[config.mk]
export PLATFORM = sky130hd
export DESIGN_NAME = board_status_control_regs
export DESIGN_NICKNAME = d
export VERILOG_FILES = /design/src/shared/board_regs_pkg.sv /design/src/verilog/board_status_control_regs.sv
export SDC_FILE = /design/constraint.sdc
export NUM_CORES = 1
export LEC_CHECK = 0
export ABC_AREA = 1
export BUFFER_PORTS_ARGS = -buffer_cell sky130_fd_sc_hd__buf_2
export CAP_MARGIN = 20
export CORE_UTILIZATION = 60
export DETAILED_ROUTE_END_ITERATION = 8
export PLACE_DENSITY_LB_ADDON = 0.25
export SYNTH_ARGS = -nofsm -noshare
export SYNTH_HDL_FRONTEND = slang
export SYNTH_SLANG_ARGS = --single-unit
[constraint.sdc]
create_clock -name clk_sys_i -period 4.2 [get_ports clk_sys_i]
set_input_delay 1.05 -clock clk_sys_i [delete_from_list [all_inputs] [get_ports clk_sys_i]]
set_output_delay 1.05 -clock clk_sys_i [all_outputs]
set_load 0.05 [all_outputs]
[src/shared/board_regs_pkg.sv]
package board_regs_pkg;

  // ------------------------------------------------------------
  // register offsets in the decoded i/o window
  // ------------------------------------------------------------
  localparam logic [7:0] OFF_PRODUCT_CODE_LED = 8'h00;
  localparam logic [7:0] OFF_BUILD_STATUS = 8'h01;
  localparam logic [7:0] OFF_BOOT_SELECT_CONTROL = 8'h02;
  localparam logic [7:0] OFF_TIMER_IRQ_MASK = 8'h03;
  localparam logic [7:0] OFF_TIMER_IRQ_STATUS = 8'h04;
  localparam logic [7:0] OFF_CHAN1_DATA = 8'h05; // channels follow at consecutive offsets

  // ------------------------------------------------------------
  // field positions
  // ------------------------------------------------------------
  localparam int BIT_USER_LED_ON = 7;
  localparam int BIT_WIDE_TEMP_GRADE = 2;
  localparam int BIT_CUSTOM = 1;
  localparam int BIT_BETA = 0;
  localparam int BIT_BOOT_STRAP_STATE = 7;
  localparam int BIT_BOOT_STRAP_OVERRIDE = 6;
  localparam int BIT_BOOT_IMAGE_SOFT_SELECT = 5;
  localparam int BIT_YELLOW_LED_FORCE = 4;
  localparam int BIT_UNRELEASED_IMAGE = 3;
  localparam int BIT_SPARE_JUMPER_STATE = 1;
  localparam int BIT_TIMER_IRQ_GLOBAL_ENABLE = 7;
  localparam int LSB_TIMER_IRQ_LINE_SELECT = 4;

  // ------------------------------------------------------------
  // reset values and sizes
  // ------------------------------------------------------------
  localparam logic RST_CTRL_BIT = 1'b0;
  localparam logic [2:0] RST_IRQ_LINE_SELECT = 3'h0;
  localparam logic [7:0] RD_UNMAPPED = 8'h00;
  localparam int NUM_CHAN = 3;
  localparam int CHAN_WIDTH = 16;

  // pin index in the synchroniser bank
  localparam int PIN_BOOT = 0;
  localparam int PIN_TEMP = 1;
  localparam int PIN_SPARE = 2;
  localparam int PIN_ACT = 3;
  localparam int PIN_TICK = 4;
  localparam int NUM_PINS = 5;

  // one decoded i/o cycle from the host front end
  typedef struct packed {
    logic [7:0] addr;
    logic wr;
    logic rd;
    logic [7:0] wdata;
  } io_req_s;

  // board pins, all asynchronous to clk_sys_i
  typedef struct packed {
    logic tick;          // counter input clock
    logic storage_activity;
    logic spare_jumper_state;
    logic wide_temp_grade;
    logic boot_strap_state;
  } pins_s;

endpackage

[src/verilog/board_status_control_regs.sv]
`timescale 1ns/1ps
// Notes on behaviour
// - product register bit 7 is a writable user led, reset off.
// - product register bits 6..0 read a fixed product code, writes ignored.
// - build status bits 7..3 read the logic revision number.
// - build status bit 2 reads the temperature grade strap.
// - build status bit 1 reads the custom build constant.
// - build status bit 0 reads the beta build constant.
// - boot control bit 7 reads the boot image jumper.
// - boot control bit 6 makes image select follow software instead of jumper.
// - boot control bit 5 is the software image select, reset zero.
// - boot control bit 4 forces the yellow led on.
// - boot control bit 3 reads the unreleased image constant.
// - boot control bit 1 reads the spare jumper.
// - reserved bits ignore writes and read zero.
// - three independent 16-bit interval counter channels.
// - timer mask bit 7 is the global timer interrupt enable.
// - timer mask bits 6..4 select the serial irq line, reset 000.
// - timer mask bits 2..0 enable each channel's interrupt.
// - channel flag sets when the output rises at terminal count reload, not on a count load; cleared by writing one.
module board_status_control_regs #(
  parameter logic [6:0] PRODUCT_CODE = 7'h2A, // arbitrary value
  parameter logic [4:0] LOGIC_REVISION = 5'h01,
  parameter logic CUSTOM_BUILD = 1'b0,
  parameter logic BETA_BUILD = 1'b0,
  parameter logic UNRELEASED_IMAGE = 1'b0
) (
  input wire logic clk_sys_i, // 40 mhz system clock
  input wire logic srst_i, // synchronous reset, high
  input wire board_regs_pkg::io_req_s io_req_i, // decoded i/o cycle
  input wire board_regs_pkg::pins_s pins_i, // asynchronous board pins
  output logic [7:0] rd_data_o, // read data
  output logic rd_valid_o, // read data strobe
  output logic user_led_on_o, // paddleboard led
  output logic boot_image_sel_o, // 1 primary image
  output logic yellow_led_o, // yellow led drive
  output logic [2:0] chan_out_o, // counter channel outputs
  output logic [7:0] serirq_lines_o // one bit per select code
);
  import board_regs_pkg::*;

  // ------------------------------------------------------------
  // state
  // ------------------------------------------------------------
  typedef struct packed {
    logic [NUM_PINS-1:0] sync1;
    logic [NUM_PINS-1:0] sync2;
    logic tick_d;
    logic user_led_on;
    logic boot_strap_override;
    logic boot_image_soft_select;
    logic yellow_led_force;
    logic timer_irq_global_enable;
    logic [2:0] timer_irq_line_select;
    logic [NUM_CHAN-1:0] chan_irq_mask;
    logic [NUM_CHAN-1:0] chan_flag;
    logic [NUM_CHAN-1:0][CHAN_WIDTH-1:0] reload;
    logic [NUM_CHAN-1:0][CHAN_WIDTH-1:0] count;
    logic [NUM_CHAN-1:0] hi_next;
    logic [NUM_CHAN-1:0] run;
    logic [NUM_CHAN-1:0] chan_out;
    logic [7:0] rd_data;
    logic rd_valid;
    logic boot_sel;
    logic yellow_led;
    logic [7:0] serirq;
  } state_s;

  state_s st_r;
  state_s st_nxt;

  // address match, shared by read and write decode
  function automatic logic hit(input logic [7:0] addr, input logic [7:0] off);
    hit = (addr == off);
  endfunction

  // ------------------------------------------------------------
  // next state
  // ------------------------------------------------------------
  always_comb begin
    logic tick;
    logic [CHAN_WIDTH-1:0] cnt_next;
    logic [7:0] rdv;
    logic [7:0] chan_off;
    st_nxt = st_r;
    tick = 1'b0;
    cnt_next = '0;
    rdv = RD_UNMAPPED;
    chan_off = OFF_CHAN1_DATA;
    // pins pass two flops; only the second stage feeds logic
    st_nxt.sync1 = pins_i;
    st_nxt.sync2 = st_r.sync1;
    st_nxt.tick_d = st_r.sync2[PIN_TICK];
    tick = st_r.sync2[PIN_TICK] & ~st_r.tick_d;
    st_nxt.rd_valid = io_req_i.rd;

    // register writes; read-only and reserved bits have no storage
    if (io_req_i.wr) begin
      if (hit(io_req_i.addr, OFF_PRODUCT_CODE_LED)) begin
        st_nxt.user_led_on = io_req_i.wdata[BIT_USER_LED_ON];
      end else if (hit(io_req_i.addr, OFF_BOOT_SELECT_CONTROL)) begin
        st_nxt.boot_strap_override = io_req_i.wdata[BIT_BOOT_STRAP_OVERRIDE];
        st_nxt.boot_image_soft_select = io_req_i.wdata[BIT_BOOT_IMAGE_SOFT_SELECT];
        st_nxt.yellow_led_force = io_req_i.wdata[BIT_YELLOW_LED_FORCE];
      end else if (hit(io_req_i.addr, OFF_TIMER_IRQ_MASK)) begin
        st_nxt.timer_irq_global_enable = io_req_i.wdata[BIT_TIMER_IRQ_GLOBAL_ENABLE];
        st_nxt.timer_irq_line_select = io_req_i.wdata[LSB_TIMER_IRQ_LINE_SELECT +: 3];
        st_nxt.chan_irq_mask = io_req_i.wdata[NUM_CHAN-1:0];
      end else if (hit(io_req_i.addr, OFF_TIMER_IRQ_STATUS)) begin
        st_nxt.chan_flag = st_r.chan_flag & ~io_req_i.wdata[NUM_CHAN-1:0];
      end
    end

    // counter channels, lsb then msb load like the classic timer
    for (int c = 0; c < NUM_CHAN; c++) begin
      chan_off = OFF_CHAN1_DATA + 8'(c);
      if (io_req_i.wr && hit(io_req_i.addr, chan_off)) begin
        st_nxt.hi_next[c] = ~st_r.hi_next[c];
        if (!st_r.hi_next[c]) begin
          st_nxt.reload[c][7:0] = io_req_i.wdata;
        end else begin
          st_nxt.reload[c][15:8] = io_req_i.wdata;
          st_nxt.count[c] = {io_req_i.wdata, st_r.reload[c][7:0]};
          st_nxt.run[c] = 1'b1;
          st_nxt.chan_out[c] = 1'b1;
        end
      end else if (st_r.run[c] && tick) begin
        // rate generator: low for the tick at count one, reload after
        cnt_next = (st_r.count[c] == 16'h0001) ? st_r.reload[c] : st_r.count[c] - 16'h0001;
        st_nxt.count[c] = cnt_next;
        st_nxt.chan_out[c] = (cnt_next != 16'h0001);
        // flag on rising output; setting wins over a clear
        if (!st_r.chan_out[c] && st_nxt.chan_out[c]) begin
          st_nxt.chan_flag[c] = 1'b1;
        end
      end
    end

    // register reads
    if (hit(io_req_i.addr, OFF_PRODUCT_CODE_LED)) begin
      rdv = {st_r.user_led_on, PRODUCT_CODE};
    end else if (hit(io_req_i.addr, OFF_BUILD_STATUS)) begin
      rdv = {LOGIC_REVISION, st_r.sync2[PIN_TEMP], CUSTOM_BUILD, BETA_BUILD};
    end else if (hit(io_req_i.addr, OFF_BOOT_SELECT_CONTROL)) begin
      // bits 2 and 0 read zero
      rdv = {st_r.sync2[PIN_BOOT], st_r.boot_strap_override, st_r.boot_image_soft_select,
             st_r.yellow_led_force, UNRELEASED_IMAGE, 1'b0, st_r.sync2[PIN_SPARE], 1'b0};
    end else if (hit(io_req_i.addr, OFF_TIMER_IRQ_MASK)) begin
      rdv = {st_r.timer_irq_global_enable, st_r.timer_irq_line_select, 1'b0,
             st_r.chan_irq_mask};
    end else if (hit(io_req_i.addr, OFF_TIMER_IRQ_STATUS)) begin
      rdv = {5'h00, st_r.chan_flag};
    end else if (io_req_i.addr >= OFF_CHAN1_DATA
                 && io_req_i.addr < OFF_CHAN1_DATA + 8'(NUM_CHAN)) begin
      // limitation: only the low count byte, no latch command
      rdv = st_r.count[2'(io_req_i.addr - OFF_CHAN1_DATA)][7:0];
    end
    if (io_req_i.rd) begin
      st_nxt.rd_data = rdv;
    end

    // image select follows jumper unless overridden
    st_nxt.boot_sel = st_r.boot_strap_override ? st_r.boot_image_soft_select
                                               : st_r.sync2[PIN_BOOT];
    st_nxt.yellow_led = st_r.yellow_led_force | st_r.sync2[PIN_ACT];
    // one line driven, picked by the select code
    st_nxt.serirq = '0;
    if (st_r.timer_irq_global_enable && |(st_r.chan_irq_mask & st_r.chan_flag)) begin
      st_nxt.serirq[st_r.timer_irq_line_select] = 1'b1;
    end
  end

  // ------------------------------------------------------------
  // registers
  // ------------------------------------------------------------
  always_ff @(posedge clk_sys_i) begin
    if (srst_i) begin
      st_r <= '0;
      st_r.timer_irq_line_select <= RST_IRQ_LINE_SELECT;
      st_r.user_led_on <= RST_CTRL_BIT;
    end else begin
      st_r <= st_nxt;
    end
  end

  // outputs straight from flops
  assign rd_data_o = st_r.rd_data;
  assign rd_valid_o = st_r.rd_valid;
  assign user_led_on_o = st_r.user_led_on;
  assign boot_image_sel_o = st_r.boot_sel;
  assign yellow_led_o = st_r.yellow_led;
  assign chan_out_o = st_r.chan_out;
  assign serirq_lines_o = st_r.serirq;
endmodule

* After elaboration in Yosys (flattened, before gate mapping)
Cells that the tools add are included.
** Cells by class
- Add/sub/neg operators :: 4
- Order comparisons :: 5
- Eq/ne operators :: 16
- Mux-type cells :: 46
- Bitwise logic cells :: 12
- Reductions and logical operators :: 33
** Operators by type and width (count)
- $mux 16 :: 12
- $mux 8 :: 7
- $eq 16x1->1 const B :: 3
- $ne 16x1->1 const B :: 3
- $sub 16x1->16 const B :: 3
- $bmux 16 s2 :: 1
- $eq 8x3->1 const B :: 4
- $mux 1 :: 20
- $reduce_and 2->1 :: 10
- $eq 8x2->1 const B :: 2
- $mux 3 :: 5
- $logic_and 1x1->1 :: 12
- $eq 8x1->1 const B :: 1
- $ge 8x3->1 const B :: 1
- $logic_not 8->1 :: 1
- $lt 8x4->1 const B :: 1
- $not 1->1 :: 7
- $and 3x3->3 :: 2
- $ne 2x2->1 const B :: 3
- $reduce_bool 2->1 :: 3
- $lt 3x4->1 const B :: 1
- $reduce_and 4->1 :: 1
- $demux 1 s3 :: 1
- $ge 3x1->1 const B :: 1
- other kinds (9) :: 11
** Word-level totals
- Register bits :: 149
- Input bits :: 25
- Output and inout port bits :: 23
- Logic and storage cells :: 150

* Logic depth before layout (Yosys ltp)
- Depth in word-level cells :: 10
- Gate-level depth with buffers :: 16
- Gate-level depth less buffers :: 16

* Worst setup path after synthesis
Ideal clock, no wire load.
- Path type :: input port to flip-flop
- From :: input port io_req_i[10] in the netlist's numbering
- To :: register st_r[128] in the netlist's numbering
- Setup time :: 0.070 ns
- Arrival :: 2.534 ns
- Path slack :: 1.596 ns
- Stages :: 12
- Path buffers :: 1
- Cells stage by stage :: clkinv_1 -> ha_1 -> inv_1 -> nor2_1 -> nand2_1 -> inv_1 -> nor2_1 -> inv_1 -> nor2_1 -> buf_4 -> o21ai_0 -> a21oi_1
** Between the ends
- Word-level cells in the longest chain between the ends :: 3
** Ends and longest elaborated chain
- start, declared :: line board_status_control_regs.sv:30 : input wire board_regs_pkg::io_req_s io_req_i,
- $eq 8x2->1 or $logic_not 8->1 (tied branches) :: line board_status_control_regs.sv:74 : hit = (addr == off);
- $not 1->1 (no line)
- $reduce_and 4->1 (no line) (*)
- end signal, assigned :: line board_status_control_regs.sv:182 : st_r <= st_nxt;
- end, declared :: line board_status_control_regs.sv:69 : state_s st_r;
Every way passes the cells marked *; elsewhere a longest branch is shown, timed or not.
A chain may end at the register's enable or synchronous reset.

* Worst setup path in the final report
- From :: input port io_req_i[10] in the netlist's numbering
- To :: register st_r[46] in the netlist's numbering
** Between the ends
- Word-level cells in the longest chain between the ends :: 4
** Ends and longest elaborated chain
- $eq 8x3->1 (*) :: line board_status_control_regs.sv:74
- $logic_and 1x1->1 (*) :: line board_status_control_regs.sv:117 : if (io_req_i.wr && hit(io_req_i.addr, chan_off)) begin
- $ne 2x2->1 (no line) or $reduce_bool 2->1 (tied branches)
- $reduce_and 2->1 (no line)
Marks and branches as above.

==> results.md <==
- Slew HR: 0.3592
- Worst Skew: 0.008474 ns
- ANT nets after route: 0
- Worst setup path category: in2reg
- Port Buffer Count: 47
- Final critical-path share of the clock period: 0.7363
- Average size of a mapped cell: 6.707 um2
- Peak VDD IR: 0.2393 mV
- Clk sinks: 149
- Util after Layout: 0.6722
- Core Area: 13300 um2
- Sequential power share: 0.464
- Area occupied by registers: 2983 um2
- Crit end category: register
- RD Place Congestion: 0.9446
- Hold_buf cts: 0
- Pint: 2291 uW
- Starting density of the core: 0.6180
- Tmin final: 3.092 ns
- CP required: 4.48 ns
- Inserted Clock Buffers: 17
- CTS tree: built
- Wire length per cell: 16.67 um
- Full die area: 14170 um2
- Initial antenna violation count: 0
- Ports: 48
- Worst-path clk slew: 0.07 ns
- Synth Warn #: 0
- Net Sw Power: 775.3 uW
- Cell variety after synth: 43
- Sequential share of the synthesized area: 0.3630
- Chip width: 119.0 um
- Gr ovfl total: 0
- Logic pwr share: 0.040
- Status: complete, no violations
- Worst-path fanout max: 25
- Vias in the first global route: 7454
- Critical Path AT: 3.37 ns
- Die Ht: 119.0 um
- Synthesized netlist cell count: 1225
- Design Power: 3067 uW
- Initial DRT Pass Iterations: 6
- Antenna cells: 0
- Area growth from synthesis to layout: 8.771%
- Post-CTS setup buffers: 0
- Post-synth top area share: 0.3630
- Clk pwr share: 0.496
- Synth Register Bits: 149
- Wirelength, routed: 23750 um
- Worst-margin pin slew: 0.9576 ns
- Fmax: 323.4 MHz
- Layout cells sized above 1: 0.1009
- Worst min path class: reg2reg
- Post-CTS sizing: 0
- Final hold vios: 0
- Main flop type after synthesis: dfxtp_1
- Mapped cell area: 8217 um2
- Global Route Usage Sum: 0.3423
- Leakage: 0.004360 uW
- Vias: 8331
- Setup violations, final: 0
- Sw Ratio: 0.2528
- Maxcap violations: 0
- Syn Nets: 1261
- GRT met3 Usage: 0.05029
- Largest net degree at the start of global routing: 83
- RSZ-0062 raised after global routing: false
- PwrDens: 343.1 nW/um2
- Root buffer cell: clkbuf_16
- FFs w/ async S/R, synth: 0
- Nets: 1272
- Met1 Track Usage GR: 0.4696
- Max-slew violations: 0
- CP startpoint kind: input port
- Global-route wire length before repair: 37900 um
- Drc violations: 0
- CTS Buffer Depth: 2
- Post-synth top area cell: dfxtp_1
- Grt peak-use layer: met2
- Largest cells by area after synthesis: dfxtp_1 36%, nand2_1 13%, nor2_1 7.4%
- H-tree depth: 4
- DP HPWL: 16650 um
- Clock Latency Late Sink: 0.43 ns
- Via/cell ratio: 5.846
- Row count: 42
- # fillers: 1176
- Setup total negative slack: 0 ns
- Post-synth EDFFs: 0
- Multi-input gate area: 4367 um2
- DRT iter0 DRCs: 1001
- Met2 GRT Util: 0.5254
-- sequential cells by signal, indices dropped and copies added, names as in the netlist --
name / cells
st_r: 120
yellow_led_o: 1
user_led_on_o: 1
boot_image_sel_o: 1
serirq_lines_o: 8
chan_out_o: 3
rd_data_o: 8
st_nxt: 6
rd_valid_o: 1
-- synthesized netlist by cell type, types with 9 or more instances --
| cell | instances |
|---|---|
| ha_1 | 11 |
| o211ai_1 | 14 |
| nand4_1 | 11 |
| a221oi_1 | 20 |
| buf_2 | 9 |
| nor2_1 | 163 |
| a21oi_1 | 112 |
| a211oi_1 | 24 |
| dfxtp_1 | 149 |
| xor2_1 | 10 |
| nand3_1 | 67 |
| inv_1 | 120 |
| inv_2 | 13 |
| o21ai_0 | 92 |
| buf_4 | 23 |
| clkbuf_1 | 24 |
| nand2_1 | 285 |
-- metal layers --
metal  vias to the layer above  part of all wire
li1                       4057                 -
met1                      3809              0.44
met2                       404              0.44
met3                        61             0.088
met4                         0             0.034
met5                         -                 0
-- power by group through the flow --
stage / Combinational (uW) / Clock, uW / Sequential [uW]
final: 121 / 1520 / 1420
after global routing: 128 / 1600 / 1420
after CTS: 119 / 1530 / 1420
after detailed placement: 118 / 0 / 1460
after global placement: 117 / 0 / 1460
after floorplan: 66.2 / 0 / 1460
-- area by class of cell --
| cell class | count | share of cell area |
|---|---|---|
| multi-input cells | 879 | 0.4886 |
| clock buffers | 18 | 0.04802 |
| well taps | 176 | 0.02464 |
| inverters | 137 | 0.05754 |
| repair buffers | 52 | 0.03052 |
| clock inverters | 14 | 0.01694 |
| flip-flops and latches | 149 | 0.3338 |
-- worst paths after layout --
kind	start	cells after the start	slack, ns	endpoint
setup / recovery	io_req_i[10]	16	1.11	st_r[46]
hold / removal	st_nxt[142]	2	0.40	st_r[142]
setup reg to reg	st_r[34]	12	1.79	st_r[124]
hold reg to reg	st_nxt[142]	2	0.40	st_r[142]
-- metrics by stage --
stage | area, um2 | worst slack, ns | hold WS (ns) | instances
floorplan | 8217 | 1.596 | 0.3883 | 1225
finish | 8937 | 1.108 | 0.3976 | 1425
global placement | 8357 | 0.8330 | 0.3896 | 1393
CTS | 8937 | 1.178 | 0.4013 | 1425
detailed placement | 8357 | 0.7471 | 0.3924 | 1393
global route | 8937 | 0.7832 | 0.4138 | 1425
-- cell families (layout without fill, tap and decap cells) --
logic type / count (synthesis) / count (layout) / share of synthesized area
buffers and inverters: 197 / 221 / 0.1055
adders and majority gates: 11 / 11 / 0.01675
xor gates and xnor gates: 14 / 14 / 0.01492
AOI/OAI and AO/OA: 286 / 286 / 0.2031
and+or+nand+nor: 568 / 568 / 0.2966
DFF: 149 / 149 / 0.3630
-- cell usage in the layout, fill, tap and decap left out, types with 2 or more instances in the layout --
master       n
nand3_1     67
nor2_2       7
a211oi_1    24
inv_1      120
a21oi_1    112
nand4_1     11
nor3_1       4
nand3b_1     7
a221oi_2     2
buf_4        5
or2_0        3
dfxtp_1    149
xor2_1      10
or2_2        2
nor2_1     163
nand2_1    285
o21bai_1     4
o21ai_1      3
o22ai_1      2
ha_1        11
o21ai_0     92
clkinv_1     4
xnor2_1      4
inv_6        6
inv_8        5
o211ai_1    14
nor2_4       7
nand2_2      6
clkbuf_16   17
a22oi_1      4
a31oi_1      3
a221oi_1    20
nor2_8       3
inv_2       13
buf_2       47
-- worst max-delay path: stages --
cell,delay [ns]
buf_2,0.21
clkinv_1,0.28
ha_1,0.31
inv_1,0.06
nor2_1,0.05
inv_1,0.07
nor2_2,0.03
buf_4,0.17
nand2_1,0.10
inv_2,0.14
nor2_8,0.35
inv_2,0.16
o21ai_0,0.11
a21oi_1,0.08
a21oi_1,0.15
nor2_1,0.06
Power figures use the tool's default switching activity.
